===== config.mk =====
export PLATFORM = sky130hd
export DESIGN_NAME = ttcrc_timer
export DESIGN_NICKNAME = d
export VERILOG_FILES = /design/src/design/ttcrc_pkg.sv /design/src/design/ttcrc_timebase.sv /design/src/design/ttcrc_timer.sv
export SDC_FILE = /design/constraint.sdc
export NUM_CORES = 1
export LEC_CHECK = 0
export CORE_MARGIN = 8
export CORE_UTILIZATION = 35
export DETAILED_ROUTE_END_ITERATION = 8
export DONT_BUFFER_PORTS = 1
export PLACE_DENSITY = 0.5
export SYNTH_ARGS = -nofsm -noshare
export SYNTH_HDL_FRONTEND = slang
export SYNTH_HIERARCHICAL = 1
export SYNTH_SLANG_ARGS = --single-unit

===== constraint.sdc =====
create_clock -name mclk -period 2.8 [get_ports mclk]
set_input_delay 0.14 -clock mclk [delete_from_list [all_inputs] [get_ports mclk]]
set_output_delay 0.14 -clock mclk [all_outputs]
set_load 0.03 [all_outputs]

===== src/design/ttcrc_pkg.sv =====
// Package with addresses, field positions, reset values and carrier types for the timer block.
package ttcrc_pkg;

   // Special-function register addresses.
   localparam logic [7:0] TTCRC_ADDR_CTRL = 8'hc8;
   localparam logic [7:0] TTCRC_ADDR_RELOAD_LOW = 8'hca;
   localparam logic [7:0] TTCRC_ADDR_RELOAD_HIGH = 8'hcb;
   localparam logic [7:0] TTCRC_ADDR_COUNT_LOW = 8'hcc;
   localparam logic [7:0] TTCRC_ADDR_COUNT_HIGH = 8'hcd;

   // Control register bit positions.
   localparam int TTCRC_BIT_HIGH_FLAG = 7;
   localparam int TTCRC_BIT_LOW_FLAG = 6;
   localparam int TTCRC_BIT_LOW_IRQ_EN = 5;
   localparam int TTCRC_BIT_CAPTURE_EN = 4;
   localparam int TTCRC_BIT_SPLIT = 3;
   localparam int TTCRC_BIT_RUN = 2;
   localparam int TTCRC_BIT_CAP_SOURCE = 1;
   localparam int TTCRC_BIT_EXT_CLOCK = 0;

   // Byte constants.
   localparam logic [7:0] TTCRC_BYTE_RESET = 8'h00;
   localparam logic [7:0] TTCRC_BYTE_ONES = 8'hff;
   localparam logic [7:0] TTCRC_BYTE_ONE = 8'h01;

   // Documented prescaler ratios.
   localparam int TTCRC_SYS_DIVIDE = 12;
   localparam int TTCRC_EXT_DIVIDE = 8;

   // Byte indices of the two counter halves.
   localparam int TTCRC_LOW = 0;
   localparam int TTCRC_HIGH = 1;

   // One register-port request from the core.
   typedef struct packed {
      logic [7:0] addr;
      logic wr;
      logic [7:0] wdata;
   } ttcrc_sfr_req_type;

   // Control register contents.
   typedef struct packed {
      logic high_overflow_flag;
      logic low_overflow_flag;
      logic low_byte_irq_enable;
      logic lfo_capture_enable;
      logic split_mode_enable;
      logic run_control;
      logic capture_source_select;
      logic external_clock_select;
   } ttcrc_ctrl_type;

endpackage : ttcrc_pkg


===== src/design/ttcrc_timebase.sv =====
// Prescaler producing system-divided and resynchronised external-divided count ticks.
`timescale 1ns/100ps
module ttcrc_timebase
   import ttcrc_pkg::*;
#(
   parameter int SYS_DIVIDE = TTCRC_SYS_DIVIDE,
   parameter int EXT_DIVIDE = TTCRC_EXT_DIVIDE
) (
   input wire logic mclk,
   input wire logic rst_n,
   input wire logic ext_clk,
   output logic sys_div_tick,
   output logic ext_div_tick
);

   localparam int SW = $clog2(SYS_DIVIDE);
   localparam int EW = $clog2(EXT_DIVIDE);
   localparam logic [SW-1:0] SYS_LAST = SW'(SYS_DIVIDE - 1);
   localparam logic [EW-1:0] EXT_LAST = EW'(EXT_DIVIDE - 1);

   // Ratios below two would leave the counters with no width.
   initial begin
      if (SYS_DIVIDE < 2 || EXT_DIVIDE < 2) begin
         $error("ttcrc_timebase: divide ratios must be at least two.");
      end
   end

   logic [SW-1:0] sys_cnt_ff;
   logic [EW-1:0] ext_cnt_ff;
   logic ext_meta_ff;
   logic ext_sync_ff;
   logic ext_prev_ff;
   logic ext_rise;

   // System divider; the tick marks the last cycle of each period.
   always_ff @(posedge mclk) begin
      if (!rst_n) begin
         sys_cnt_ff <= '0;
      end else if (sys_cnt_ff == SYS_LAST) begin
         sys_cnt_ff <= '0;
      end else begin
         sys_cnt_ff <= sys_cnt_ff + SW'(1);
      end
   end
   assign sys_div_tick = (sys_cnt_ff == SYS_LAST);

   always_ff @(posedge mclk) begin
      if (!rst_n) begin
         ext_meta_ff <= 1'b0;
         ext_sync_ff <= 1'b0;
         ext_prev_ff <= 1'b0;
      end else begin
         ext_meta_ff <= ext_clk;
         ext_sync_ff <= ext_meta_ff;
         ext_prev_ff <= ext_sync_ff;
      end
   end
   assign ext_rise = ext_sync_ff & ~ext_prev_ff;

   // Divides the synchronised external edges; the tick lasts one system cycle.
   always_ff @(posedge mclk) begin
      if (!rst_n) begin
         ext_cnt_ff <= '0;
      end else if (ext_rise) begin
         ext_cnt_ff <= (ext_cnt_ff == EXT_LAST) ? '0 : ext_cnt_ff + EW'(1);
      end
   end
   assign ext_div_tick = ext_rise && (ext_cnt_ff == EXT_LAST);

endmodule : ttcrc_timebase


===== src/design/ttcrc_timer.sv =====
// Timer with split or 16-bit auto-reload, clock selection and oscillator edge capture.
//
// Function
// - Capture with interrupts enabled raises timer interrupt.
// - Capture copies 16-bit count into reload pair.
// - Split mode gives two auto-reloading 8-bit counters.
// - Sixteen-bit mode counts only while run set.
// - Split mode: run gates high byte only.
// - Capture source one selects oscillator falling edge.
// - External select picks system/12 or external/8.
// - External clock resynchronised before division.
// - Per-byte selects choose system or chosen timebase.
// - Reload low byte readable, writable, resets zero.
// - Sixteen-bit wrap reloads counter, sets high flag.
// - Overflow flags cleared only by software.
// - Per-byte select one means undivided system clock.
// - Low-byte overflow interrupts when low enable set.
`timescale 1ns/100ps
module ttcrc_timer
   import ttcrc_pkg::*;
#(
   parameter int SYS_DIVIDE = TTCRC_SYS_DIVIDE,
   parameter int EXT_DIVIDE = TTCRC_EXT_DIVIDE
) (
   input wire logic mclk,
   input wire logic rst_n,
   input ttcrc_sfr_req_type sfr_req,
   output logic [7:0] sfr_rdata,
   input wire logic high_byte_clock_select,
   input wire logic low_byte_clock_select,
   input wire logic timer_irq_enable,
   input wire logic ext_clk,
   input wire logic lfo_clk,
   output logic timer_irq
);

   // True when the request writes the given address.
   function automatic logic sfr_hit(input ttcrc_sfr_req_type req, input logic [7:0] addr);
      sfr_hit = req.wr && (req.addr == addr);
   endfunction : sfr_hit

   ttcrc_ctrl_type ctrl_ff;
   ttcrc_ctrl_type wr_ctrl;
   logic [7:0] cnt_ff [2];
   logic [7:0] reload_ff [2];
   logic [7:0] sfr_rdata_ff;
   logic lfo_meta_ff;
   logic lfo_sync_ff;
   logic lfo_prev_ff;
   logic lfo_fall;
   logic cap_event;
   logic sys_div_tick;
   logic ext_div_tick;
   logic timebase_tick;
   logic [1:0] byte_sel;
   logic [1:0] byte_tick;
   logic [1:0] cnt_wr;
   logic [1:0] rl_wr;
   logic [1:0] byte_adv;
   logic [1:0] byte_wrap;
   logic wide_adv;
   logic wide_wrap;
   logic ctrl_wr;

   ttcrc_timebase #(
      .SYS_DIVIDE(SYS_DIVIDE),
      .EXT_DIVIDE(EXT_DIVIDE)
   ) u_timebase (
      .mclk(mclk),
      .rst_n(rst_n),
      .ext_clk(ext_clk),
      .sys_div_tick(sys_div_tick),
      .ext_div_tick(ext_div_tick)
   );

   assign timebase_tick = ctrl_ff.external_clock_select ? ext_div_tick : sys_div_tick;
   assign byte_sel = {high_byte_clock_select, low_byte_clock_select};
   assign cnt_wr = {sfr_hit(sfr_req, TTCRC_ADDR_COUNT_HIGH), sfr_hit(sfr_req, TTCRC_ADDR_COUNT_LOW)};
   assign rl_wr = {sfr_hit(sfr_req, TTCRC_ADDR_RELOAD_HIGH), sfr_hit(sfr_req, TTCRC_ADDR_RELOAD_LOW)};
   assign ctrl_wr = sfr_hit(sfr_req, TTCRC_ADDR_CTRL);
   assign wr_ctrl = ttcrc_ctrl_type'(sfr_req.wdata);

   // Per-byte tick selection, one copy for each counter byte.
   genvar gi;
   generate
      for (gi = 0; gi < 2; gi++) begin : g_byte_clk
         assign byte_tick[gi] = byte_sel[gi] ? 1'b1 : timebase_tick;
      end
   endgenerate

   assign wide_adv = !ctrl_ff.split_mode_enable && ctrl_ff.run_control && byte_tick[TTCRC_LOW];
   assign wide_wrap = wide_adv && (cnt_ff[TTCRC_HIGH] == TTCRC_BYTE_ONES)
                      && (cnt_ff[TTCRC_LOW] == TTCRC_BYTE_ONES);
   // low byte free-running in split mode.
   assign byte_adv[TTCRC_LOW] = ctrl_ff.split_mode_enable ? byte_tick[TTCRC_LOW] : wide_adv;
   assign byte_adv[TTCRC_HIGH] = ctrl_ff.split_mode_enable
                                 ? (ctrl_ff.run_control && byte_tick[TTCRC_HIGH])
                                 : (wide_adv && cnt_ff[TTCRC_LOW] == TTCRC_BYTE_ONES);
   assign byte_wrap[TTCRC_LOW] = byte_adv[TTCRC_LOW] && (cnt_ff[TTCRC_LOW] == TTCRC_BYTE_ONES);
   assign byte_wrap[TTCRC_HIGH] = byte_adv[TTCRC_HIGH] && (cnt_ff[TTCRC_HIGH] == TTCRC_BYTE_ONES);

   always_ff @(posedge mclk) begin
      if (!rst_n) begin
         lfo_meta_ff <= 1'b0;
         lfo_sync_ff <= 1'b0;
         lfo_prev_ff <= 1'b0;
      end else begin
         lfo_meta_ff <= lfo_clk;
         lfo_sync_ff <= lfo_meta_ff;
         lfo_prev_ff <= lfo_sync_ff;
      end
   end
   assign lfo_fall = lfo_prev_ff & ~lfo_sync_ff;

   assign cap_event = lfo_fall && ctrl_ff.lfo_capture_enable && ctrl_ff.capture_source_select;

   // Counter bytes; a software write wins over counting in the same cycle.
   generate
      for (gi = 0; gi < 2; gi++) begin : g_counter
         always_ff @(posedge mclk) begin
            if (!rst_n) begin
               cnt_ff[gi] <= TTCRC_BYTE_RESET;
            end else if (cnt_wr[gi]) begin
               cnt_ff[gi] <= sfr_req.wdata;
            end else if (!ctrl_ff.split_mode_enable && wide_wrap) begin
               cnt_ff[gi] <= reload_ff[gi];
            end else if (ctrl_ff.split_mode_enable && byte_wrap[gi]) begin
               cnt_ff[gi] <= reload_ff[gi];
            end else if (byte_adv[gi]) begin
               cnt_ff[gi] <= cnt_ff[gi] + TTCRC_BYTE_ONE;
            end
         end
      end
   endgenerate

   // Reload bytes; a capture wins over a software write in the same cycle.
   generate
      for (gi = 0; gi < 2; gi++) begin : g_reload
         always_ff @(posedge mclk) begin
            if (!rst_n) begin
               reload_ff[gi] <= TTCRC_BYTE_RESET;
            end else if (cap_event) begin
               reload_ff[gi] <= cnt_ff[gi];
            end else if (rl_wr[gi]) begin
               reload_ff[gi] <= sfr_req.wdata;
            end
         end
      end
   endgenerate

   // Control register; hardware setting of a flag wins over a software clear.
   always_ff @(posedge mclk) begin
      if (!rst_n) begin
         ctrl_ff <= '0;
      end else begin
         if (ctrl_wr) begin
            ctrl_ff <= wr_ctrl;
         end
         if (byte_wrap[TTCRC_HIGH] || cap_event) begin
            ctrl_ff.high_overflow_flag <= 1'b1;
         end
         if (byte_wrap[TTCRC_LOW]) begin
            ctrl_ff.low_overflow_flag <= 1'b1;
         end
      end
   end

   // Read data, registered; unmapped addresses read zero.
   always_ff @(posedge mclk) begin
      if (!rst_n) begin
         sfr_rdata_ff <= TTCRC_BYTE_RESET;
      end else begin
         case (sfr_req.addr)
            TTCRC_ADDR_CTRL: sfr_rdata_ff <= ctrl_ff;
            TTCRC_ADDR_RELOAD_LOW: sfr_rdata_ff <= reload_ff[TTCRC_LOW];
            TTCRC_ADDR_RELOAD_HIGH: sfr_rdata_ff <= reload_ff[TTCRC_HIGH];
            TTCRC_ADDR_COUNT_LOW: sfr_rdata_ff <= cnt_ff[TTCRC_LOW];
            TTCRC_ADDR_COUNT_HIGH: sfr_rdata_ff <= cnt_ff[TTCRC_HIGH];
            default: sfr_rdata_ff <= TTCRC_BYTE_RESET;
         endcase
      end
   end
   assign sfr_rdata = sfr_rdata_ff;

   assign timer_irq = timer_irq_enable && (ctrl_ff.high_overflow_flag
                      || (ctrl_ff.low_byte_irq_enable && ctrl_ff.low_overflow_flag));
endmodule : ttcrc_timer


# After elaboration in Yosys (flattened, before gate mapping)
# Memories as Yosys holds them, arrays and structs flattened.
# Cells that the tools add are included.
dict set report word_totals {
  elab_cells 145
  rom_bits 0
  latchBits 0
  memories 2
  register_bits 29
  mem_bits_rw 32
  output_inout_bits 9
  inputBits 24
}
# memory words width read_ports rd_clocked_by_memory_dff wr line
set memory_table {}
lappend memory_table {cnt_ff 2 8 2 0 2 ttcrc_timer.sv:44} ;# logic [7:0] cnt_ff [2];
lappend memory_table {reload_ff 2 8 2 0 2 ttcrc_timer.sv:45} ;# logic [7:0] reload_ff [2];
dict set report classes {
  n_eq_ne 9
  div 0
  magnitude_cmp 0
  add_sub_neg 4
  n_shift 0
  multipliers 0
  reduce_logical 27
  n_bitwise 17
  muxes 69
}
# operator count
set op_table {}
lappend op_table {{8-bit two-way mux} 13}
lappend op_table {{8-bit == test (second input constant)} 7}
lappend op_table {{1-bit two-way mux} 54}
lappend op_table {{8-bit one-hot mux with 5 select lines} 1}
lappend op_table {{1-bit logical AND} 21}
lappend op_table {{8-bit by 1-bit adder with 8-bit output (second input constant)} 2}
lappend op_table {{1-bit bitwise OR} 12}
lappend op_table {{4-bit by 1-bit adder with 4-bit output (second input constant)} 1}
lappend op_table {{4-bit == test (second input constant)} 1}
lappend op_table {{2-bit nonzero test} 2}
lappend op_table {{3-bit by 1-bit adder with 3-bit output (second input constant)} 1}
lappend op_table {{3-bit == test (second input constant)} 1}
lappend op_table {{3-bit two-way mux} 1}
lappend op_table {{1-bit inverter} 3}
lappend op_table {{1-bit AND} 2}
lappend op_table {{1-bit logical OR} 2}
lappend op_table {{2-bit OR reduction} 1}
lappend op_table {{1-bit zero test} 1}

# Depth between registers and ports, before layout
# Gate-level depths: netlist of run 1.
dict set report logic_depth {
  word_depth 17
  mapped_depth 9
  ltp_nobuf 8
}

# Hierarchy
# Netlist of run 1, hierarchy kept.
# module area_per_inst_um2 n_inst cells_per_inst
set by_module_without_submodules {}
lappend by_module_without_submodules {ttcrc_timer 2855.2 1 266}
lappend by_module_without_submodules {ttcrc_timebase 405.4 1 38}

# Worst setup path after synthesis of run 1
# OpenSTA, ideal clock, no wires.
dict set report synth_path {
  path_kind {reg2reg}
  startpoint {reg u_timebase.ext_cnt_ff[0]}
  endpoint {mem cnt_ff[1][0] (enable)}
  n_path_buf 0
  setup_time_ns 0.302
  path_stages_with_launch 9
  path_slack_ns 0.646
  arrival_time_ns 1.853
  cell_sequence {dfxtp_1 ha_1 ha_1 and2_1 mux2_2 o2111ai_1 a21oi_1 o21ai_0 nand2_1}
}
# element line
set synth_rtl {}
lappend synth_rtl {{start: declaration} ttcrc_timebase.sv:29} ;# logic [EW-1:0] ext_cnt_ff;
lappend synth_rtl {{start signal: assignment} ttcrc_timebase.sv:65} ;# ext_cnt_ff <= (ext_cnt_ff == EXT_LAST) ? '0 : ext_cnt_ff + EW'(1);
lappend synth_rtl {{end: declaration} ttcrc_timer.sv:44}

==> impl_metrics.toml, run 1 <==
[critical_path]
worstPathRequired_ns = 2.81
cp_max_fo = 8
critPathKind = "flip-flop to flip-flop"
r2r_start = "u_timebase/ext_cnt_ff[0]$_SDFFE_PN0P_"
cp-end-kind = "flip-flop"
cp-start-kind = "flip-flop"
worstPathArrival_ns = 2.45
startpoint = "u_timebase/ext_cnt_ff[0]$_SDFFE_PN0P_"

[route]
drt-pass1-iter-count = 7
vias_per_cell = 6.06
drcViolationCount = 0
vias = 2650
wirelength_microns = 9590
avgRoutedWirePerCell_microns = 21.9
drtIter0Drc = 207
drt.antenna.violating_nets = 0

[finish]
final_cell_mix = "edfxtp_1 (32), nand2_1 (29), a21oi_1 (29), dfxtp_1 (29), dlygate4sd3_1 (18)"
fill_cells = 902
syn_to_final_growth_pct = 13.3
finalNonFillerCells = 437
layout.nets = 349
final_cell_area_sq_um = 3690
seq_area_sq_um = 1540
layout_commonest_cell = "edfxtp_1"
multi_input_area_sq_um = 1590
drive_gt1_share_pct = 11.1

[power]
p_total_w = 0.00186
leakage_nw = 1.23
p_int_w = 0.00142
power_density_nw_per_um2 = 505
vdd_drop_max_mv = 0.183
p_clk_share_pct = 40.9
power.net_switching_w = 0.000447
switching_share_pct = 24.0
p_comb_share_pct = 5.2
seqPwrFrac_pct = 53.9

[synth]
async_flop_share_pct = 0
syn_area_sq_um = 3260
ys_ff_latch = 61
avgSynthCellArea_sq_um = 10.7
synth_flop_cell = "edfxtp_1"
seq_area_frac_synth_pct = 47.3
ys_types = 60
yosysWarnings = 6
synth_edf_count = 32
syn-num-nets = 333
synthCells = 304

[timing]
drv_slew = 0
rsz0062_at_grt = "false"
setup_violations = 0
tightest_slew_ns = 0.728
finalHoldViolCount = 0
fin_skew_ns = 0.0121
fin_crit_sh_pct = 87.2
fin_crit_ns = 2.44
maxSlewHeadroom_pct = 51.5
final.hold.worst_slack_ns = 0.0160
fin_tns_setup_ns = 0
fmax_ghz = 0.409

[placement]
port_buffers = 0
place_congestion = 0.823
dp_cells = 402
place_area_sq_um = 3320
dp_hpwl_microns = 6620

[clocking]
path_clk_slew_ns = 0.07
cts_max_level = 3
clock_latency_ns = 0.34
numCtsBuffers = 9
cts_root_buffer = "clkbuf_8"
cts.sinks = 61
cts_tree = "built"
post_cts_buffers = 0
cts_max_path_buffers = 2

[hold_path]
hp-class = "input port to flip-flop"
min_from = "sfr_req[0]"

[run_status]
status = "finished, final reports clean"

[run]
cap_violations = 0

[floorplanning]
num_rows = 35
coreArea_sq_um = 9150
start_util_pct = 35.6
die_area_sq_um = 12700
fp.dieH_microns = 113
dieWidth_microns = 113
io_pins = 33

[global_route]
grt_max_degree = 17
grt_overflow = 0
grt_pass1_vias = 2554
grt_usage_pct = 15.6
antenna_found_initial = 1
grt_pass1_wl_microns = 15100
==> kinds of logic after synthesis <==
| group | count (synthesis) | share of synthesized area [%] |
|---|---|---|
| buffers and inverters | 21 | 3.88 |
| DFF | 61 | 47.3 |
| xor gates and xnor gates | 11 | 2.95 |
| AOI/OAI and AO/OA | 92 | 20.6 |
| muxes | 8 | 2.49 |
| adders and majority gates | 5 | 1.92 |
| and+or+nand+nor | 106 | 20.9 |
==> power by group through the flow <==
stage	logic [W]	clock network (W)	registers, W
global placement	0.0000713	0	0.00102
floorplan	0.0000690	0	0.00101
CTS	0.0000948	0.000779	0.00100
detailed placement	0.0000725	0	0.00102
global route	0.000105	0.000824	0.00101
finish	0.0000965	0.000762	0.00101
==> area by class of cell <==
cell class / instances / share of cell area [%]
clock buffers: 9 / 3.35
well taps: 111 / 3.76
diodes: 1 / 0.0677
flip-flops and latches: 61 / 41.7
multi-input cells: 222 / 43.1
clock inverters: 7 / 1.79
repair buffers: 23 / 5.89
inverters: 3 / 0.305
==> registers in the layout (all words and copies together), names as in the netlist <==
| signal | cells |
|---|---|
| u_timebase/ext_sync_ff | 1 |
| reload_ff | 16 |
| u_timebase/ext_cnt_ff | 3 |
| u_timebase/ext_meta_ff | 1 |
| lfo_sync_ff | 1 |
| sfr_rdata | 8 |
| u_timebase/sys_cnt_ff | 4 |
| lfo_prev_ff | 1 |
| lfo_meta_ff | 1 |
| u_timebase/ext_prev_ff | 1 |
| cnt_ff | 16 |
| ctrl_ff | 8 |
==> repair_timing <==
item                                   4_1_cts  5_1_grt
resized for setup                            0        0
setup endpoints to repair                    0        0
endpoints found under the hold margin       41        1
hold buffers                                17        1
==> synthesized netlist by cell type, drive strengths merged, types with 2 or more instances <==
master   instances  area, sq um
a22oi            5         37.5
nor4b            3         56.3
a222oi           8         80.1
dfxtp           29          581
nand2           30          115
o21ai            9         45.0
xnor2            6         52.6
nand4            3         18.8
nor2b            8         50.1
nor3             3         31.3
and4             2         17.5
a32oi            5         43.8
ha               5         62.6
xor2             5         43.8
a41oi            2         17.5
and3             7         60.1
nor3b            4         30.0
and4bb           2         25.0
clkbuf           6         22.5
edfxtp          32          961
a21oi           29          145
buf             12         92.6
nor2             7         26.3
and2            11         71.3
nand2b           3         18.8
nand3           15         75.1
o2111ai          2         17.5
inv              3         11.3
a22o            16          141
mux2i            7         70.1
a221oi           5         43.8
a31oi            3         18.8
and4b            2         20.0
==> layer usage <==
metal	vias to the layer above	global-route usage (%)	part of all wire, %
met1	1302	20.2	44
met4	0	6.29	2.3
li1	1220	-	-
met5	-	0	0
met2	108	24.1	46
met3	20	4.13	7.3
==> stage by stage <==
step	setup slack (ns)	utilization [%]
final	0.357	40.4
after global placement	0.455	36.3
after detailed placement	0.395	36.3
after global routing	0.146	40.4
after floorplan	0.646	-
after CTS	0.361	40.2
==> worst paths after layout <==
| kind | slack (ns) | end | cells after the start |
|---|---|---|---|
| max | 0.36 | cnt_ff[1][5]$_SDFFCE_PN0P_ | 8 |
| min | 0.02 | cnt_ff[0][0]$_DFFE_PP_ | 1 |
| max reg2reg | 0.36 | cnt_ff[1][5]$_SDFFCE_PN0P_ | 8 |
| min reg2reg | 0.44 | u_timebase/ext_sync_ff$_SDFF_PN0_ | 1 |
==> critical path, stage by stage (launching register included) <==
cell,delay [ns]
dfxtp_1,0.32
ha_1,0.20
ha_1,0.19
and2_1,0.13
mux2_2,0.31
o2111ai_1,0.28
a21oi_1,0.14
o21ai_0,0.24
nand2_1,0.31
Note: power is estimated with default switching activity, not from simulation.
==> run 2, diff against run 1 <==
Settings changed: ABC_AREA from default to 1.
==> run 2 against run 1 <==
Count of clock-buffer cells in the layout up 2. Clock skew down 0.0042 ns. Combinational power is 14% higher. Global-route usage increased by 0.12 points. Synthesized cell count increased by 48%. Flip-flop and latch count is the same. Total power fell by 3.3%. Critical path depth grew 6. Register-to-register slack about the same. Fmax is 0.23% higher. Clock power fell by 6.8%. Sequential share of layout area down 2.1 points. Critical path type unchanged. Highest routed layer unchanged.
==> impl_metrics.toml, run 2 <==
[run_status]
status = "finished, final reports clean"

[global_route]
grtUsageMet2_pct = 24.4
grt_pass1_wl_microns = 15600
grt.met3_usage_pct = 3.70
use_met1_pct = 20.4
grt_overflow = 0
grt_max_degree = 20
grt_busiest_layer = "met2"
antenna_found_initial = 0
grt_pass1_vias = 2958
grt_usage_pct = 15.7

[floorplanning]
start_util_pct = 35.8
die_area_sq_um = 13400
coreArea_sq_um = 9730
dieWidth_microns = 116
io_pins = 33
num_rows = 36
fp.dieH_microns = 116

[power]
vdd_drop_max_mv = 0.183
switching_share_pct = 25.7
p_comb_share_pct = 6.1
p_total_w = 0.00180
power_density_nw_per_um2 = 463
seqPwrFrac_pct = 54.5
p_int_w = 0.00134
power.net_switching_w = 0.000464
leakage_nw = 1.58
p_clk_share_pct = 39.4

[clocking]
post_cts_buffers = 0
cts.sinks = 61
cts_max_path_buffers = 2
cts_tree = "built"
hold_buffers = 8
cts_max_level = 3
path_clk_slew_ns = 0.07
cts_root_buffer = "clkbuf_8"
cts_resized = 0
numCtsBuffers = 9
clock_latency_ns = 0.35

[timing]
fin_crit_ns = 2.44
fin_skew_ns = 0.00791
drv_slew = 0
fin_crit_sh_pct = 87.0
fmax_ghz = 0.410
final.hold.worst_slack_ns = 0.0102
setup_violations = 0
maxSlewHeadroom_pct = 33.9
fin_tns_setup_ns = 0
tightest_slew_ns = 0.983
finalHoldViolCount = 0
rsz0062_at_grt = "false"

[critical_path]
worstPathRequired_ns = 2.83
cp-end-kind = "flip-flop"
critPathKind = "flip-flop to flip-flop"
worstPathArrival_ns = 2.46
cp_max_fo = 8
reg2reg_depth = 14
cp-start-kind = "flip-flop"

[finish]
post-route-util_pct = 40.0
fill_cells = 1058
syn_to_final_growth_pct = 11.8
final_cell_mix = "inv_1 (80), nand2_1 (69), nor2_1 (59)"
largestRegisters = "cnt_ff x16, reload_ff x16"
final_cell_area_sq_um = 3890
layout_commonest_cell = "inv_1"
layout.nets = 494
drive_gt1_share_pct = 10.9
diodes = 0

[hold_path]
hp-class = "input port to flip-flop"
hold-path-cell-count = 2

[synth]
syn_area_sq_um = 3480
avgSynthCellArea_sq_um = 7.75
yosysWarnings = 6
synth_common_cells = "inv_1 (80), nand2_1 (69), nor2_1 (59)"
ys_types = 34
synth_flop_cell = "edfxtp_1"
async_flop_share_pct = 0
post-synth-top-area-cell = "edfxtp_1"
yosysMostFrequentCell = "inv_1"
synth_edf_count = 32
ys_ff_latch = 61
synth_top_area_share_pct = 27.6
seq_area_frac_synth_pct = 44.3
syn-num-nets = 478
synthCells = 449
synth_area_leaders = "edfxtp_1 (28%), dfxtp_1 (17%), inv_1 (8.6%)"

[route]
wirelength_microns = 10300
drt.antenna.violating_nets = 0
drt-pass1-iter-count = 5
drtIter0Drc = 262
vias = 3161
drcViolationCount = 0
avgRoutedWirePerCell_microns = 17.1
vias_per_cell = 5.24

[placement]
port_buffers = 0
place_congestion = 0.857
place_area_sq_um = 3640
dp_hpwl_microns = 7690

[run]
cap_violations = 0
## run 2: worst max-delay path, cell delays in order, from the launching register on
cell	delay (ns)
dfxtp_1	0.32
ha_1	0.20
ha_1	0.18
inv_1	0.07
nor2_1	0.04
nand2_1	0.08
nand3_1	0.12
nand2_1	0.19
nor2_1	0.09
nand2_1	0.08
o21ai_0	0.08
nand2_1	0.08
nand2_2	0.09
nor2_1	0.21
nand2_1	0.28
## run 2: cells by family (layout without fill, tap and decap cells)
| family | count (synthesis) | after routing | synth area share [%] |
|---|---|---|---|
| AOI/OAI and AO/OA | 85 | 85 | 14.5 |
| xor gates and xnor gates | 7 | 7 | 1.76 |
| adders and majority gates | 5 | 5 | 1.80 |
| buffers and inverters | 94 | 115 | 10.2 |
| DFF | 61 | 61 | 44.3 |
| and+or+nand+nor | 197 | 197 | 27.4 |
## run 2: path summary, 6_finish.rpt
check	from	endpoint	slack, ns
setup / recovery	u_timebase/ext_cnt_ff[0]$_SDFFE_PN0P_	cnt_ff[1][1]$_SDFFCE_PN0P_	0.36
hold / removal	sfr_req[0]	ctrl_ff[0]$_SDFFE_PN0P_	0.01
setup reg to reg	u_timebase/ext_cnt_ff[0]$_SDFFE_PN0P_	cnt_ff[1][1]$_SDFFCE_PN0P_	0.36
hold reg to reg	u_timebase/ext_meta_ff$_SDFF_PN0_	u_timebase/ext_sync_ff$_SDFF_PN0_	0.41
## run 2: metal layers
| layer | vias to the layer above | wire length (microns) |
|---|---|---|
| met1 | 1484 | 4780 |
| met5 | - | 0 |
| met2 | 122 | 4560 |
| met3 | 17 | 781 |
| li1 | 1538 | - |
| met4 | 0 | 186 |
## run 2: area by class of cell
cell class	instances	area (sq um)	share of cell area, %
Multi-Input combinational cell	294	1580	40.7
Clock buffer	11	141	3.63
Sequential cell	61	1540	39.6
Inverter	88	330	8.49
Tap cell	133	166	4.28
Timing Repair Buffer	11	103	2.64
Clock inverter	5	26.3	0.675
## run 2: power groups by stage
stage | combinational (W) | clock [W] | sequential [W]
final | 0.000110 | 0.000710 | 0.000983
after global routing | 0.000123 | 0.000766 | 0.000986
after CTS | 0.000110 | 0.000730 | 0.000982
after detailed placement | 0.0000965 | 0 | 0.00100
after global placement | 0.0000965 | 0 | 0.00100
after floorplan | 0.0000766 | 0 | 0.000997
## run 2: stage by stage
step | cells | worst slack, ns
finish | 603 | 0.363
global route | 603 | 0.160
CTS | 603 | 0.373
detailed placement | 579 | 0.392
global placement | 579 | 0.499
floorplan | 449 | 0.699
==> run 3, diff against run 2 <==
Settings changed: ABC_AREA 1 to default, CORE_UTILIZATION 35 to 55, PLACE_DENSITY 0.5 to 0.71, SYNTH_HIERARCHICAL 1 to default.
==> run 3 against run 2 <==
Synthesized cell count down 25%. Largest power group unchanged. Fmax fell by 0.83%. Synthesized area shrank 3.8%. Final cell count fell by 29%. Non-clock buffer count rose by 6. Worst hold slack is essentially flat.
==> impl_metrics.toml, run 3 <==
[clocking]
cts.sinks = 61
cts_max_path_buffers = 2
path_clk_slew_ns = 0.07
clock_latency_ns = 0.34
post_cts_buffers = 0
cts_root_buffer = "clkbuf_8"
numCtsBuffers = 9
cts_tree = "built"
cts_max_level = 3

[power]
leakage_nw = 1.36
p_clk_share_pct = 42.4
p_total_w = 0.00191
vdd_drop_max_mv = 0.370
power_density_nw_per_um2 = 514
switching_share_pct = 24.2
p_int_w = 0.00145
p_comb_share_pct = 5.4
seqPwrFrac_pct = 52.3
power.net_switching_w = 0.000462

[synth]
avgSynthCellArea_sq_um = 9.91
async_flop_share_pct = 0
synth_area_leaders = "edfxtp_1 (29%), dfxtp_1 (17%), a22oi_1 (4.9%)"
synthCells = 338
syn-num-nets = 367
post-synth-top-area-cell = "edfxtp_1"
synth_common_cells = "nand2_1 (40), edfxtp_1 (32), dfxtp_1 (29)"
synth_flop_cell = "edfxtp_1"
ys_types = 54
yosysMostFrequentCell = "nand2_1"
synth_edf_count = 32
synth_top_area_share_pct = 28.7
syn_area_sq_um = 3350
yosysWarnings = 0
seq_area_frac_synth_pct = 46.0
ys_ff_latch = 61

[critical_path]
cp_max_fo = 16
cp-end-kind = "flip-flop"
worstPathArrival_ns = 2.53
cp-start-kind = "flip-flop"
reg2reg_depth = 7
critPathKind = "flip-flop to flip-flop"
worstPathRequired_ns = 2.87

[timing]
drv_slew = 0
fmax_ghz = 0.407
fin_crit_ns = 2.46
fin_tns_setup_ns = 0
finalHoldViolCount = 0
setup_violations = 0
fin_skew_ns = 0.00789
fin_crit_sh_pct = 87.8
tightest_slew_ns = 0.800
maxSlewHeadroom_pct = 46.4
rsz0062_at_grt = "false"

[finish]
final_cell_area_sq_um = 3720
syn_to_final_growth_pct = 11.2
largestRegisters = "cnt_ff x16, reload_ff x16"
final_cell_mix = "nand2_1 (40), edfxtp_1 (32), dfxtp_1 (29)"
drive_gt1_share_pct = 9.38
fill_cells = 490
finalNonFillerCells = 428
layout_commonest_cell = "nand2_1"
layout.nets = 376
post-route-util_pct = 62.9

[run_status]
status = "finished, final reports clean"

[floorplanning]
start_util_pct = 56.6
num_rows = 28
dieWidth_microns = 94.0
io_pins = 33
die_area_sq_um = 8840
coreArea_sq_um = 5920
fp.dieH_microns = 94.0

[global_route]
grt_overflow = 0
grt_pass1_vias = 2606
antenna_found_initial = 1
grt_pass1_wl_microns = 14500
grt_max_degree = 20
grt_usage_pct = 21.9

[route]
avgRoutedWirePerCell_microns = 21.9
vias_per_cell = 6.66
vias = 2851
drt.antenna.violating_nets = 0
drtIter0Drc = 278
drt-pass1-iter-count = 4
drcViolationCount = 0
wirelength_microns = 9350

[placement]
place_area_sq_um = 3390
port_buffers = 0
dp_cells = 398
dp_hpwl_microns = 6400
place_congestion = 0.881

[hold_path]
hp-class = "input port to flip-flop"
hold-path-cell-count = 2

[run]
cap_violations = 0
-- run 3: cell types whose count changed after synthesis, moves of 8 or more --
cell      delta
inv_1       -76
nor2_1      -39
o22ai_1     -30
nand2_1     -29
a22oi_1     +22
nand3_1     -21
a22o_1      +16
nand4_1     -14
clkbuf_1    +12
mux2i_1     +12
and3_1      +10
and2_1       +8
inv_2        -8
o21ai_0      -8
-- run 3: what timing repair did --
action | in CTS | in global routing
hold buffers | 13 | 0
gates resized for setup | 0 | 0
endpoints found under the hold margin | 38 | 0
-- run 3: cells by family (layout without fill, tap and decap cells) --
group | count (synthesis) | in the layout | share of synthesized area, %
and+or+nand+nor | 125 | 125 | 20.0
AOI/OAI and AO/OA | 102 | 102 | 23.0
DFF | 61 | 61 | 46.0
buffers and inverters | 23 | 37 | 2.91
muxes | 12 | 12 | 3.59
xor gates and xnor gates | 10 | 10 | 2.62
adders and majority gates | 5 | 5 | 1.87
other | 0 | 1 | 0
-- run 3: final timing paths --
path	from	endpoint	slack [ns]
setup reg to reg	u_timebase.ext_cnt_ff[0]$_SDFFE_PN0N_	cnt_ff[1][1]$_SDFFCE_PN0P_	0.34
hold reg to reg	lfo_meta_ff$_SDFF_PN0_	lfo_sync_ff$_SDFF_PN0_	0.44
hold / removal	sfr_req[6]	ctrl_ff[6]$_SDFFE_PN0P_	0.01
setup / recovery	u_timebase.ext_cnt_ff[0]$_SDFFE_PN0N_	cnt_ff[1][1]$_SDFFCE_PN0P_	0.34
-- run 3: power groups by stage --
stage | Sequential, W | Clock [W] | Combinational, W
6_report | 0.000999 | 0.000811 | 0.000102
5_1_grt | 0.00100 | 0.000854 | 0.000110
4_1_cts | 0.000998 | 0.000813 | 0.000100
3_5_place_dp | 0.00102 | 0 | 0.0000748
3_3_place_gp | 0.00102 | 0 | 0.0000723
2_1_floorplan | 0.00100 | 0 | 0.0000688
-- run 3: area by class of cell --
type	count	area (sq um)	area share (%)
multi-input combinational	254	1710	45.9
timing repair buffer	17	160	4.30
sequential	61	1540	41.4
clock buffer	11	141	3.80
tap	75	93.8	2.52
antenna	1	2.50	0.0672
inverter	4	15.0	0.403
clock inverter	5	58.8	1.58
-- run 3: layer usage --
| metal | wire (microns) | up-vias | GRT usage, % |
|---|---|---|---|
| met5 | 0 | - | 0 |
| met4 | 409 | 0 | 13.9 |
| li1 | - | 1304 | - |
| met2 | 4310 | 159 | 32.7 |
| met3 | 853 | 36 | 5.52 |
| met1 | 3780 | 1352 | 27.6 |
-- run 3: metrics by stage --
step	hold slack, ns	setup slack (ns)
after floorplan	0.267	0.661
final	0.0104	0.342
after CTS	0.0151	0.354
after detailed placement	0.261	0.370
after global routing	0.0254	0.222
after global placement	0.260	0.438
-- run 3: worst max-delay path: stages (launching register included) --
cell and delay [ns]:
dfxtp_1 0.33, ha_1 0.20, ha_1 0.18, and4b_1 0.23, nor3_1 0.39, o32a_4 0.37, a2bb2oi_2 0.33, a22oi_1 0.16
